<file path="config.mk">
export PLATFORM = sky130hd
export DESIGN_NAME = scip_issue_port
export DESIGN_NICKNAME = d
export VERILOG_FILES = /design/src/include/scip_pkg.sv /design/src/hdl/scip_issue_port.sv /design/src/hdl/scip_word_ram.sv
export SDC_FILE = /design/constraint.sdc
export NUM_CORES = 1
export LEC_CHECK = 0
export BUFFER_PORTS_ARGS = -buffer_cell sky130_fd_sc_hd__buf_2
export CAP_MARGIN = 30
export CORE_ASPECT_RATIO = 1.25
export CORE_MARGIN = 2
export CORE_UTILIZATION = 45
export DETAILED_ROUTE_END_ITERATION = 8
export PLACE_DENSITY = 0.66
export SETUP_SLACK_MARGIN = 0.2
export SYNTH_ARGS = -nofsm -noshare
export SYNTH_HDL_FRONTEND = slang
export SYNTH_HIERARCHICAL = 1
export SYNTH_SLANG_ARGS = --single-unit
</file>
<file path="constraint.sdc">
create_clock -name clk -period 8.75 [get_ports clk]
set_input_delay 0.875 -clock clk [delete_from_list [all_inputs] [get_ports clk]]
set_output_delay 0.875 -clock clk [all_outputs]
set_load 0.03 [all_outputs]
</file>
<file path="src/include/scip_pkg.sv">
// package: constants and types for the single command issue port
package scip_pkg;
	// structure layout, word indices within the 52-byte structure
	localparam int SCIP_STRUCT_BYTES = 52;
	localparam int SCIP_STRUCT_WORDS = 13;
	localparam logic [3:0] SCIP_PB_FIRST_WORD = 4'h0;
	localparam logic [3:0] SCIP_PB_LAST_WORD = 4'h7;
	localparam logic [3:0] SCIP_INTW_WORD = 4'h7;
	localparam logic [3:0] SCIP_SB_FIRST_WORD = 4'h9;
	localparam logic [3:0] SCIP_SB_LAST_WORD = 4'hC;
	localparam logic [3:0] SCIP_SB_WORDS = 4'h4;
	// interrupt word fields
	localparam int SCIP_INTW_LVL_HI = 10;
	localparam int SCIP_INTW_LVL_LO = 8;
	localparam int SCIP_INTW_VEC_HI = 7;
	localparam int SCIP_INTW_VEC_LO = 0;
	localparam logic [2:0] SCIP_LVL_OFF = 3'h0;
	// address buffer port load sequence length
	localparam logic [1:0] SCIP_ABP_LAST = 2'h3;
	// status port bits
	localparam int SCIP_STAT_ENT = 0;
	localparam int SCIP_STAT_RUN = 1;
	localparam logic [1:0] SCIP_STAT_RESET = 2'h0;
	// doorbell value that starts a command
	localparam logic [15:0] SCIP_DOORBELL_GO = 16'h0000;
	// address step between structure words
	localparam logic [31:0] SCIP_WORD_STEP = 32'h0000_0004;

	typedef enum logic [5:0] {
		SCIP_IDLE = 6'b000001,
		SCIP_FETCH = 6'b000010,
		SCIP_EXEC = 6'b000100,
		SCIP_STORE = 6'b001000,
		SCIP_IRQ = 6'b010000,
		SCIP_ACK = 6'b100000
	} scip_state_e;
endpackage : scip_pkg

</file>
<file path="src/hdl/scip_issue_port.sv">
// file: single command issue port, top level of the adapter side
// What this block does
// - level 000 disables, 001..111 pick level
// - drive vector byte on interrupt acknowledge
// - keep only final status block
// - ignore per-retry status request bit
// - entry bit zero at reset, toggles
// - status block written at bytes 36-51
`timescale 1ns/100ps
`default_nettype none
module scip_issue_port
(
	// clock and reset
	input wire logic clk,
	input wire logic resetn,
	// host port writes (same clock domain)
	input wire logic abp_wr,
	input wire logic [15:0] abp_data,
	input wire logic doorbell_wr,
	input wire logic [15:0] doorbell_data,
	// status port
	input wire logic adapter_running,
	output logic [1:0] status_port,
	// memory master
	output logic mem_req,
	output logic mem_we,
	output logic [31:0] mem_addr,
	output logic [7:0] mem_am,
	output logic [31:0] mem_wdata,
	input wire logic mem_ack,
	input wire logic [31:0] mem_rdata,
	// control field as loaded
	output logic [7:0] control_field,
	// command engine
	output logic cmd_start,
	output logic [31:0] cmd_word0,
	input wire logic cmd_retry_status_req,
	input wire logic sb_valid,
	input wire logic [1:0] sb_index,
	input wire logic [31:0] sb_word,
	input wire logic cmd_done,
	// interrupt
	output logic [2:0] irq_level,
	input wire logic iack,
	output logic [7:0] iack_data,
	output logic iack_valid
);
	import scip_pkg::*;

	scip_state_e state_q;
	logic [1:0] abp_cnt_q;
	logic [7:0] am_q;
	logic [31:0] base_q;
	logic [3:0] word_q;
	logic [15:0] intw_q;
	logic [31:0] sb_q [0:3];
	logic ent_q;
	logic ram_we;
	logic [31:0] ram_rd;
	logic go;
	logic pend_q;
	logic [7:0] run_am_q;
	logic [31:0] run_base_q;

	// only a zero written to the doorbell starts a command
	assign go = doorbell_wr && (doorbell_data == SCIP_DOORBELL_GO);

	// =========================================
	// address buffer port: control+am, address hi, address lo
	always_ff @(posedge clk or negedge resetn)
	begin
		if (!resetn)
		begin
			abp_cnt_q <= 2'h0;
			control_field <= 8'h00;
			am_q <= 8'h00;
			base_q <= 32'h0000_0000;
		end
		else if (abp_wr)
		begin
			unique case (abp_cnt_q)
				2'h0:
				begin
					control_field <= abp_data[15:8];
					am_q <= abp_data[7:0];
				end
				2'h1: base_q[31:16] <= abp_data;
				default: base_q[15:0] <= abp_data;
			endcase
			// wrap after the low address word
			abp_cnt_q <= (abp_cnt_q == 2'h2) ? 2'h0 : abp_cnt_q + 2'h1;
		end
	end

	// =========================================
	// a doorbell rung while busy waits for idle
	always_ff @(posedge clk or negedge resetn)
	begin
		if (!resetn)
		begin
			pend_q <= 1'b0;
			run_am_q <= 8'h00;
			run_base_q <= 32'h0000_0000;
		end
		else if (state_q != SCIP_IDLE)
		begin
			pend_q <= pend_q || go;
		end
		else
		begin
			pend_q <= 1'b0;
			run_am_q <= am_q;
			run_base_q <= base_q;
		end
	end

	// =========================================
	// sequencer
	always_ff @(posedge clk or negedge resetn)
	begin
		if (!resetn)
		begin
			state_q <= SCIP_IDLE;
			word_q <= 4'h0;
		end
		else
		begin
			unique case (state_q)
				SCIP_IDLE:
				begin
					if (go || pend_q)
					begin
						state_q <= SCIP_FETCH;
						word_q <= SCIP_PB_FIRST_WORD;
					end
				end
				SCIP_FETCH:
				begin
					if (mem_ack)
					begin
						if (word_q == SCIP_INTW_WORD)
						begin
							state_q <= SCIP_EXEC;
						end
						word_q <= word_q + 4'h1;
					end
				end
				SCIP_EXEC:
				begin
					if (cmd_done)
					begin
						state_q <= SCIP_STORE;
						word_q <= SCIP_SB_FIRST_WORD;
					end
				end
				SCIP_STORE:
				begin
					if (mem_ack)
					begin
						if (word_q == SCIP_SB_LAST_WORD)
						begin
							// no interrupt when level is off
							state_q <= (intw_q[SCIP_INTW_LVL_HI:SCIP_INTW_LVL_LO]
								== SCIP_LVL_OFF) ? SCIP_IDLE : SCIP_IRQ;
						end
						word_q <= word_q + 4'h1;
					end
				end
				SCIP_IRQ:
				begin
					if (iack)
					begin
						state_q <= SCIP_ACK;
					end
				end
				SCIP_ACK: state_q <= SCIP_IDLE;
				default: state_q <= SCIP_IDLE;
			endcase
		end
	end

	// =========================================
	// memory master; frozen base/am let the host reload the port early
	assign mem_req = (state_q == SCIP_FETCH) || (state_q == SCIP_STORE);
	assign mem_we = (state_q == SCIP_STORE);
	assign mem_am = run_am_q;
	assign mem_addr = run_base_q + ({28'h0, word_q} << 2);
	assign mem_wdata = sb_q[word_q[1:0] - SCIP_SB_FIRST_WORD[1:0]];
	assign ram_we = (state_q == SCIP_FETCH) && mem_ack;

	scip_word_ram u_ram
	(
		.clk(clk),
		.wr_en(ram_we),
		.wr_addr(word_q),
		.wr_data(mem_rdata),
		.rd_addr(SCIP_PB_FIRST_WORD),
		.rd_data(ram_rd)
	);

	// =========================================
	// interrupt word capture, low half of word 7 in big-endian order
	always_ff @(posedge clk or negedge resetn)
	begin
		if (!resetn)
		begin
			intw_q <= 16'h0000;
		end
		else if (ram_we && (word_q == SCIP_INTW_WORD))
		begin
			intw_q <= mem_rdata[15:0];
		end
	end

	// =========================================
	// command launch pulse as the fetch ends
	always_ff @(posedge clk or negedge resetn)
	begin
		if (!resetn)
		begin
			cmd_start <= 1'b0;
			cmd_word0 <= 32'h0000_0000;
		end
		else
		begin
			cmd_start <= ram_we && (word_q == SCIP_INTW_WORD);
			cmd_word0 <= ram_rd;
		end
	end

	// =========================================
	// status block buffer: later blocks overwrite earlier ones, so
	// only the final one reaches memory; retry request is ignored
	always_ff @(posedge clk or negedge resetn)
	begin
		if (!resetn)
		begin
			for (int i = 0; i < 4; i++)
			begin
				sb_q[i] <= 32'h0000_0000;
			end
		end
		else if (sb_valid && (state_q == SCIP_EXEC))
		begin
			sb_q[sb_index] <= sb_word;
		end
	end

	// =========================================
	// entry toggle: flips when a new command can be taken (prefetch
	// point is after the structure is copied in)
	always_ff @(posedge clk or negedge resetn)
	begin
		if (!resetn)
		begin
			ent_q <= 1'b0;
		end
		else if (ram_we && (word_q == SCIP_INTW_WORD))
		begin
			ent_q <= ~ent_q;
		end
	end

	assign status_port = {adapter_running, ent_q};

	// =========================================
	// interrupt request and vector on acknowledge
	assign irq_level = (state_q == SCIP_IRQ) ?
		intw_q[SCIP_INTW_LVL_HI:SCIP_INTW_LVL_LO] : SCIP_LVL_OFF;

	always_ff @(posedge clk or negedge resetn)
	begin
		if (!resetn)
		begin
			iack_data <= 8'h00;
			iack_valid <= 1'b0;
		end
		else
		begin
			iack_valid <= (state_q == SCIP_IRQ) && iack;
			iack_data <= intw_q[SCIP_INTW_VEC_HI:SCIP_INTW_VEC_LO];
		end
	end
endmodule : scip_issue_port
`default_nettype wire

</file>
<file path="src/hdl/scip_word_ram.sv">
// file: small memory holding a fetched copy of the structure words
`timescale 1ns/100ps
`default_nettype none
module scip_word_ram
(
	// clock
	input wire logic clk,
	// write side
	input wire logic wr_en,
	input wire logic [3:0] wr_addr,
	input wire logic [31:0] wr_data,
	// read side
	input wire logic [3:0] rd_addr,
	output logic [31:0] rd_data
);
	import scip_pkg::*;

	logic [31:0] mem [0:SCIP_STRUCT_WORDS-1];

	// =========================================
	// storage, read data registered
	always_ff @(posedge clk)
	begin
		if (wr_en)
		begin
			mem[wr_addr] <= wr_data;
		end
		rd_data <= mem[rd_addr];
	end
endmodule : scip_word_ram
`default_nettype wire

</file>
# After elaboration in Yosys (flattened, before gate mapping)
# Memory sizes are Yosys's and may differ from the RTL's. A register that Yosys moved wholly into a read port is not among the register bits.
# Index checks and enable logic that the tools add are counted.
[totals] ff_bits=283 mem_bits_rw=416 input_bits=108 out_inout_bits=129 wordCells=93 n_memories=1
[classes] n_addsub=4 order_cmp=3 eq_ne=18 mux=24 bitwise_logic=4 n_reduce_logical=19
[mem_list] memory="u_ram.mem" depth=13 word_bits=32 rd=1 rd_clocked_by_memory_dff=1 write_ports=1 line="scip_word_ram.sv:18" rtl="logic [31:0] mem [0:SCIP_STRUCT_WORDS-1];"
[op_table] cell="$bwmux 128" n=1
[op_table] cell="$mux 32" n=3
[op_table] cell="$bmux 32 s2" n=1
[op_table] cell="$demux 32 s2" n=1
[op_table] cell="$mux 6" n=7
[op_table] cell="$add 32x6->32" n=1
[op_table] cell="$pmux 6 s5" n=1
[op_table] cell="$logic_not 16->1" n=1
[op_table] cell="$mux 4" n=3
[op_table] cell="$pmux 4 s3" n=1
[op_table] cell="$ne 2x2->1 const B" n=5
[op_table] cell="$reduce_and 7->1" n=1
[op_table] cell="$eq 6x1->1 const B" n=1
[op_table] cell="$eq 6x2->1 const B" n=1
[op_table] cell="$eq 6x3->1 const B" n=1
[op_table] cell="$eq 6x4->1 const B" n=1
[op_table] cell="$eq 6x5->1 const B" n=1
[op_table] cell="$ge 3x3->1 const B" n=2
[op_table] cell="$logic_and 1x1->1" n=6
[op_table] cell="$ne 2x1->1 const B" n=3
[op_table] cell="$ne 6x1->1 const B" n=1
[op_table] cell="$not 2->3" n=2
[op_table] cell="$reduce_and 2->1" n=3
[op_table] cell="$mux 5" n=1
[op_table] cell="other kinds (18)" n=23

# Depth between registers and ports, before layout
# Gate-level depths: netlist of run 1.
[depth] ltp_word=6 ltp_mapped=9 ltp_nobuf=8

# Modules after synthesis
# Netlist of run 1, hierarchy kept.
[modules_own_cells] mod="scip_word_ram" instances=1 cells_per_inst=700 area_per_inst_um2=16507.1 seq_area_each_um2=13132.6
[modules_own_cells] mod="scip_issue_port" instances=1 cells_per_inst=771 area_per_inst_um2=11905.2 seq_area_each_um2=7083.0

# Least setup slack after synthesis of run 1
# No wires, ideal clock.
[synth_timing] path_kind="input to register" from="in mem_ack" to="mem u_ram.mem[0][0] (enable)" setup_time_ps=461 arrival_ps=3781 required_time_ps=8289 slack_ps=4508 path_stages=3 path_buffers=0 cell_sequence="and3_1 or3b_2 nor3_1"
[synth_between] elab_chain_cells=3
[synth_rtl] element="start: declaration" line="scip_issue_port.sv:30" rtl="input wire logic mem_ack,"
[synth_rtl] element="$logic_and 1x1->1" line="scip_issue_port.sv:189" rtl="assign ram_we = (state_q == SCIP_FETCH) && mem_ack;"
[synth_rtl] element="$mux 1" line="scip_word_ram.sv:24" rtl="if (wr_en)"
[synth_rtl] element="$mux 1 (implied by the code)" line="scip_word_ram.sv:26" rtl="mem[wr_addr] <= wr_data;"
[synth_rtl] element="end: declaration" line="scip_word_ram.sv:18"
# No other way between the ends.

# Final worst setup path of run 1
[layout_timing] from="reg word_q[0]" to="out mem_wdata[6]"
[layout_between] elab_chain_cells=5
[layout_rtl] element="start: declaration" line="scip_issue_port.sv:54" rtl="logic [3:0] word_q;"
[layout_rtl] element="start signal: assignment" line="scip_issue_port.sv:145" rtl="word_q <= word_q + 4'h1;"
[layout_rtl] element="start signal: assignment" line="scip_issue_port.sv:166" rtl="word_q <= word_q + 4'h1;"
[layout_rtl] element="$sub 2x1->2" line="scip_issue_port.sv:188" rtl="assign mem_wdata = sb_q[word_q[1:0] - SCIP_SB_FIRST_WORD[1:0]];"
[layout_rtl] element="$not 2->3 (implied by the code)" line="scip_issue_port.sv:188"
[layout_rtl] element="$bmux 32 s2" line="scip_issue_port.sv:188"
[layout_rtl] element="$mux 32 (implied by the code) (2 in a row)" line="scip_issue_port.sv:188"
[layout_rtl] element="end: declaration" line="scip_issue_port.sv:29" rtl="output logic [31:0] mem_wdata,"
# No other way between the ends. The select of a mux whose other input is x is not followed.

==> reports/results.tsv, run 1 <==
stage	metric	value	unit
synth	synth-seq-cells	731	
drt	wire_per_inst	22.7	um
sta	slew_violations	0	
run_status	status	complete, no violations	
die	boundaryPins	237	
critical_path	crit_buf_inv	4	
critical_path	crit_path_top_delay_cell	buf_4	
drt	dr_total_vias	14481	
critical_path	worst_path_largest_cell_delay	0.65	ns
placed_design	portBuffers	233	
sta	hold_viol_final	0	
grt	grt_pass1_wl	93.2	mm
critical_path	reg2reg_from	state_q[4]	
synth	synth_seq_area_share	0.712	
critical_path	worstPathCellList	buf_4, inv_1, ha_1, buf_4, mux4_2, buf_2	
synth	synthArstFlopShare	0.387	
drt	wirelength	59.7	mm
sta	grt_setup_unrepaired	false	
critical_path	r2r-end	u_ram/mem[0][14]	
placed_design	dp_hpwl	34.1	mm
synth	syn_area	0.0284	mm2
sta	finalWorstSetupSlack	4.65	ns
grt	antenna_found_initial	7	
sta	timing.hold.ws	0.260	ns
die	core-area	0.0628	mm2
critical_path	arrival	3.22	ns
clock_tree	cts-resized-gates	0	
cells_and_area	fillers	5022	
placed_design	place_worst_setup_slack	5.21	ns
clock_tree	hold_buffers	0	
clock_tree	numCtsBuffers	71	
die	dieArea	0.0652	mm2
flow_run	maxCapViolations	0	
power_and_ir_drop	p_per_area	281	mW/mm2
synth	synth.avg_cell_area	19.3	um2
synth	syn_inst	1471	
critical_path	critPathLaunch	word_q[0]	
die	die_width	229	um
sta	worst_pin_slew	0.949	ns
cells_and_area	fin_nets	1850	
critical_path	critical_path.top_delay_family	buffers and inverters	
die	die_y	285	um
grt	grt_max_degree	101	
clock_tree	clockBufferDepth	3	
synth	ys.flop_type	edfxtp_1	
critical_path	cp.depth	6	
clock_tree	cts_root_buffer	clkbuf_16	
cells_and_area	drive_gt1_frac	0.394	
synth	synth_warnings	6	
power_and_ir_drop	p_leak	12.9	nW
drt	drtIter0Drc	906	
sta	fin_crit_sh	0.468	
clock_tree	cts_setup_buffers	0	
synth	synth.top_cell.area_share	0.440	
critical_path	worst_path_most_repeated_cell	buf_4	
sta	fmax	244	MHz
worst_hold_path	hold_class	primary input to async pin	
synth	ys_types	62	
die	initial_utilization	0.453	
grt	grt_pass1_vias	15830	
clock_tree	path_clk_slew	0.06	ns
drt	postRouteAntennaNets	0	
drt	drtPass1Iterations	5	
critical_path	reg2reg_setup_slack	5.87	ns
clock_tree	htree_levels	3	
sta	slew_headroom	0.366	
power_and_ir_drop	irDropWorstVdd	0.212	mV
cells_and_area	mostFrequentLayoutCells	edfxtp_1 (416), dfrtp_1 (281), buf_2 (232)	
synth	synth_top_area_cell	edfxtp_1	
clock_tree	clkLatencyLatePin	0.61	ns
placed_design	routabilityCongestion	0.847	
sta	min_period	4.10	ns
sta	setup_tns	0	ns
drt	drt-vias-per-instance	5.49	
critical_path	crit_end	mem_wdata[6]	
clock_tree	cts.sinks	731	
clock_tree	cts_tree	built	
cells_and_area	layout_commonest_cell	edfxtp_1	
critical_path	cp-end-kind	output port	
synth	synthTopCellsByArea	edfxtp_1 (44%), dfrtp_1 (25%), mux2_2 (8.9%), mux4_2 (7.0%), mux4_1 (3.7%)	
critical_path	required	7.88	ns
drt	drc	0	
critical_path	startpoint_type	register	
sta	skew	0.0218	ns
cells_and_area	area_growth	15.3	%
sta	setup_viol	0	
critical_path	worstPathMaxFanout	42	
die	rows	103	
grt	grt_overflow_total	0	
synth	synth-edff-count	416	
critical_path	rr_worst_depth	5	
grt	gr-usage-all-layers	0.188	
critical_path	critPathKind	register to output port	
routing by layer:
layer | vias up | part of all wire | global-route usage
li1 | 6320 | - | -
met1 | 7654 | 0.40 | 0.235
met2 | 413 | 0.52 | 0.325
met3 | 90 | 0.064 | 0.0419
met4 | 4 | 0.020 | 0.0629
met5 | - | 0.00040 | 0
sequential cells by signal (all words and copies together), names as in the netlist, 2 cells and up:
name and flops:
base_q 32, run_base_q 32, u_ram/rd_data 32, word_q 4, u_ram/mem 416, iack_data 8, control_field 8, intw_q 11
cmd_word0 32, abp_cnt_q 2, am_q 8, mem_am 8, sb_q 128, state_q 6
Yosys cell counts (4+ instances only):
library cell,n
o22ai_1,34
nor2_1,30
nand4_1,7
ha_1,6
edfxtp_1,416
o21ai_0,6
nand2b_1,4
inv_1,15
xor2_1,14
nand3_1,13
nor3_1,14
and3_1,5
dfrtp_1,282
nand2_1,18
nor2b_1,6
mux2i_1,32
and2_1,6
nand3b_1,4
a21oi_1,35
dfxtp_1,32
xnor2_1,14
o2bb2ai_1,4
mux2_2,225
buf_6,20
mux4_2,88
clkbuf_1,15
buf_2,19
or3_1,4
buf_4,14
mux4_1,40
cell type report:
class,instances,area [um2],share of cell area
diodes,3,7.51,0.000229
clock buffers,103,2010,0.0614
clock inverters,28,274,0.00836
inverters,15,56.3,0.00172
multi-input cells,657,7750,0.236
flip-flops and latches,731,20200,0.617
well taps,840,1050,0.0321
repair buffers,259,1400,0.0428
worst min-delay path by stage:
stage | to | slack [ns] | cells past startpoint
6_report | cmd_word0[14] | 0.26 | 1
5_1_grt | cmd_word0[14] | 0.33 | 1
4_1_cts | cmd_word0[14] | 0.30 | 1
3_5_place_dp | cmd_word0[14] | 0.32 | 0
3_3_place_gp | cmd_word0[29] | 0.32 | 0
2_1_floorplan | cmd_word0[0] | 0.32 | 0
kinds of logic after synthesis:
group           count (synthesis)  synth area share
other cells                     1          0.000132
fa+ha+maj                       7           0.00335
xor+xnor                       28           0.00863
simple gates                  131            0.0271
mux                           388             0.208
buf+inv                        86            0.0193
compound gates                 99            0.0215
flops                         731             0.712
stage by stage:
step | util | area [um2] | cells | total power [mW]
6_report | 0.522 | 32800 | 2636 | 9.21
5_1_grt | 0.522 | 32800 | 2636 | 9.64
4_1_cts | 0.522 | 32700 | 2632 | 9.32
3_5_place_dp | 0.485 | 30400 | 2501 | 6.30
3_3_place_gp | 0.485 | 30400 | 2500 | 6.23
2_1_floorplan | - | 28400 | 1474 | 5.73
power by group:
group          internal, mW  total [mW]  switching (mW)
Combinational         0.809        1.86            1.05
Sequential             4.09        4.37           0.277
Clock                  1.71        2.98            1.27
Total                  6.61        9.21            2.61
Note: power is estimated with default switching activity, not from simulation.
==> inputs of run 2 (changes only) <==
- clock period: 8.75 -> 4.1 ns (I/O delays scaled with it)
==> reports/results.tsv, run 2 (synthesis results as in run 1) <==
stage	metric	value	unit	change
drt	wirelength	59.4	mm	-0.53%
cells_and_area	fillers	5028		+0.12%
flow_run	maxCapViolations	0		unchanged
sta	worst_pin_slew	0.890	ns	-0.0585 ns
clock_tree	clockBufferDepth	3		unchanged
cells_and_area	seq_area	0.0202	mm2	unchanged
power_and_ir_drop	irDropWorstVdd	0.588	mV	+180%
sta	setup_tns	0	ns	unchanged
critical_path	critPathKind	register to output port		
placed_design	dpl_cell_area	0.0305	mm2	+0.22%
cells_and_area	top_register	u_ram/mem		
grt	grt_pass1_vias	15531		-1.9%
clock_tree	cts_root_buffer	clkbuf_16		
die	die_y	285	um	unchanged
worst_hold_path	hold_class	primary input to register		
placed_design	dp.cells	2503		+0.080%
power_and_ir_drop	totalPowerFinal	19.7	mW	+110%
drt	postRouteAntennaNets	0		unchanged
placed_design	portBuffers	233		unchanged
drt	dr_total_vias	14427		-0.37%
critical_path	arrival	3.13	ns	-0.09 ns
sta	grt_setup_unrepaired	false		
die	dieArea	0.0652	mm2	unchanged
drt	drt-vias-per-instance	5.47		-0.41%
clock_tree	clkLatencyLatePin	0.61	ns	about the same
critical_path	cp-end-kind	output port		
sta	slew_headroom	0.405		+0.0393
clock_tree	path_clk_slew	0.06	ns	about the same
drt	drtPass1Iterations	5		unchanged
clock_tree	htree_levels	3		unchanged
sta	min_period	3.54	ns	
critical_path	crit_path_top_delay_cell	dfrtp_1		
drt	drtIter0Drc	854		-5.7%
sta	hold_viol_final	0		unchanged
grt	grt_max_degree	103		+2.0%
critical_path	critical_path.top_delay_family	flip-flops		
worst_hold_path	hp-start	sb_word[8]		
sta	slew_violations	0		unchanged
grt	gr-usage-all-layers	0.186		-0.00232
critical_path	startpoint_type	register		
critical_path	critPathLaunch	word_q[1]		
sta	setup_viol	0		unchanged
worst_hold_path	min_path_cells	2		
critical_path	worstPathCellList	inv_1, fa_1, nor2b_1, o21a_1, o211ai_2, or3_1, xnor2_1, buf_2		
critical_path	worstPathMaxFanout	12		-71%
critical_path	crit_buf_inv	2		-2
cells_and_area	largest_reg_flops	416		unchanged
power_and_ir_drop	p_per_area	599	mW/mm2	+110%
power_and_ir_drop	p_leak	12.9	nW	+0.24%
die	rows	103		unchanged
critical_path	rr_worst_depth	5		unchanged
placed_design	dp_hpwl	33.9	mm	-0.57%
die	boundaryPins	237		unchanged
die	die_width	229	um	unchanged
critical_path	r2r-end	u_ram/mem[0][16]		
cells_and_area	fin_nets	1853		+0.16%
sta	skew	0.0205	ns	-0.00123 ns
cells_and_area	stdcell_area	0.0328	mm2	+0.21%
cells_and_area	layout_commonest_cell	edfxtp_1		
sta	fin_crit_sh	0.862		
clock_tree	cts_tree	built		
critical_path	required	3.69	ns	-4.19 ns
cells_and_area	final_util	0.523		+0.00108
drt	drc	0		unchanged
cells_and_area	drive_gt1_frac	0.396		+0.00213
grt	antenna_found_initial	5		-2
grt	grt_overflow_total	0		unchanged
placed_design	routabilityCongestion	0.844		-0.35%
drt	wire_per_inst	22.5	um	-0.57%
die	core-area	0.0628	mm2	unchanged
cells_and_area	fin_cells	2637		+0.038%
clock_tree	numCtsBuffers	71		unchanged
worst_hold_path	holdPathEnd	sb_q[8]		
cells_and_area	largest_registers	u_ram/mem (416), sb_q (128)		
grt	grt_pass1_wl	92.4	mm	-0.89%
sta	fmax	283	MHz	
clock_tree	cts.sinks	731		unchanged
die	initial_utilization	0.453		unchanged
critical_path	reg2reg_setup_slack	1.20	ns	-4.67 ns
run_status	status	complete, no violations		
cells_and_area	area_growth	15.6	%	
critical_path	worst_path_largest_cell_delay	0.66	ns	about the same
cells_and_area	multi_input_area	0.00775	mm2	about the same
cells_and_area	mostFrequentLayoutCells	edfxtp_1 (416), dfrtp_1 (281), buf_2 (232)		
critical_path	reg2reg_from	state_q[4]		
[run 2: metal layers]
metal,wire (um),global-route usage,vias up,part of all wire
li1,-,-,6320,-
met1,24500,0.238,7615,0.41
met2,30200,0.319,396,0.51
met3,3540,0.0401,88,0.060
met4,1220,0.0546,8,0.021
met5,42,0,-,0.00071
[run 2: cell type report]
type	count	share of cell area
Clock inverter	26	0.00644
Antenna cell	1	0.0000762
Sequential cell	731	0.616
Timing Repair Buffer	262	0.0444
Tap cell	840	0.0320
Multi-Input combinational cell	657	0.236
Inverter	15	0.00171
Clock buffer	105	0.0636
[run 2: per-stage QoR]
| step | hold slack, ns | worst slack (ns) |
|---|---|---|
| floorplan | 0.114 | 0.226 |
| global placement | 0.318 | 1.21 |
| detailed placement | 0.320 | 1.19 |
| CTS | 0.0157 | 0.518 |
| global route | 0.0535 | 0.308 |
| finish | 0.0598 | 0.564 |
[run 2: worst register-to-register path, stage by stage, from the launching register on]
cell	delay, ns
dfrtp_1	0.44
nor4_4	0.45
and3_1	0.34
or3b_2	0.60
nor3_4	0.15
buf_4	0.53
[run 2: how the worst max path moves through the flow]
stage | end | slack [ns] | cells after the start
after floorplan | u_ram/mem[8][0] | 0.23 | 4
after global placement | mem_addr[26] | 1.21 | 8
after detailed placement | mem_addr[14] | 1.19 | 8
after CTS | mem_addr[14] | 0.52 | 8
after global routing | mem_addr[26] | 0.31 | 8
final | mem_addr[26] | 0.56 | 8
[run 2: what timing repair did]
action	4_1_cts	5_1_grt
endpoints found under the setup margin	0	0
hold buffers	2	0
gates resized for setup	0	0
setup buffers	0	0
endpoints found under the hold margin	100	0
[run 2: where the power goes]
| group | leakage (nW) | internal [mW] | switching (mW) |
|---|---|---|---|
| clock network | 1.14 | 3.63 | 2.73 |
| registers | 7.65 | 8.73 | 0.601 |
| logic | 4.11 | 1.73 | 2.26 |
| total | 12.9 | 14.1 | 5.59 |
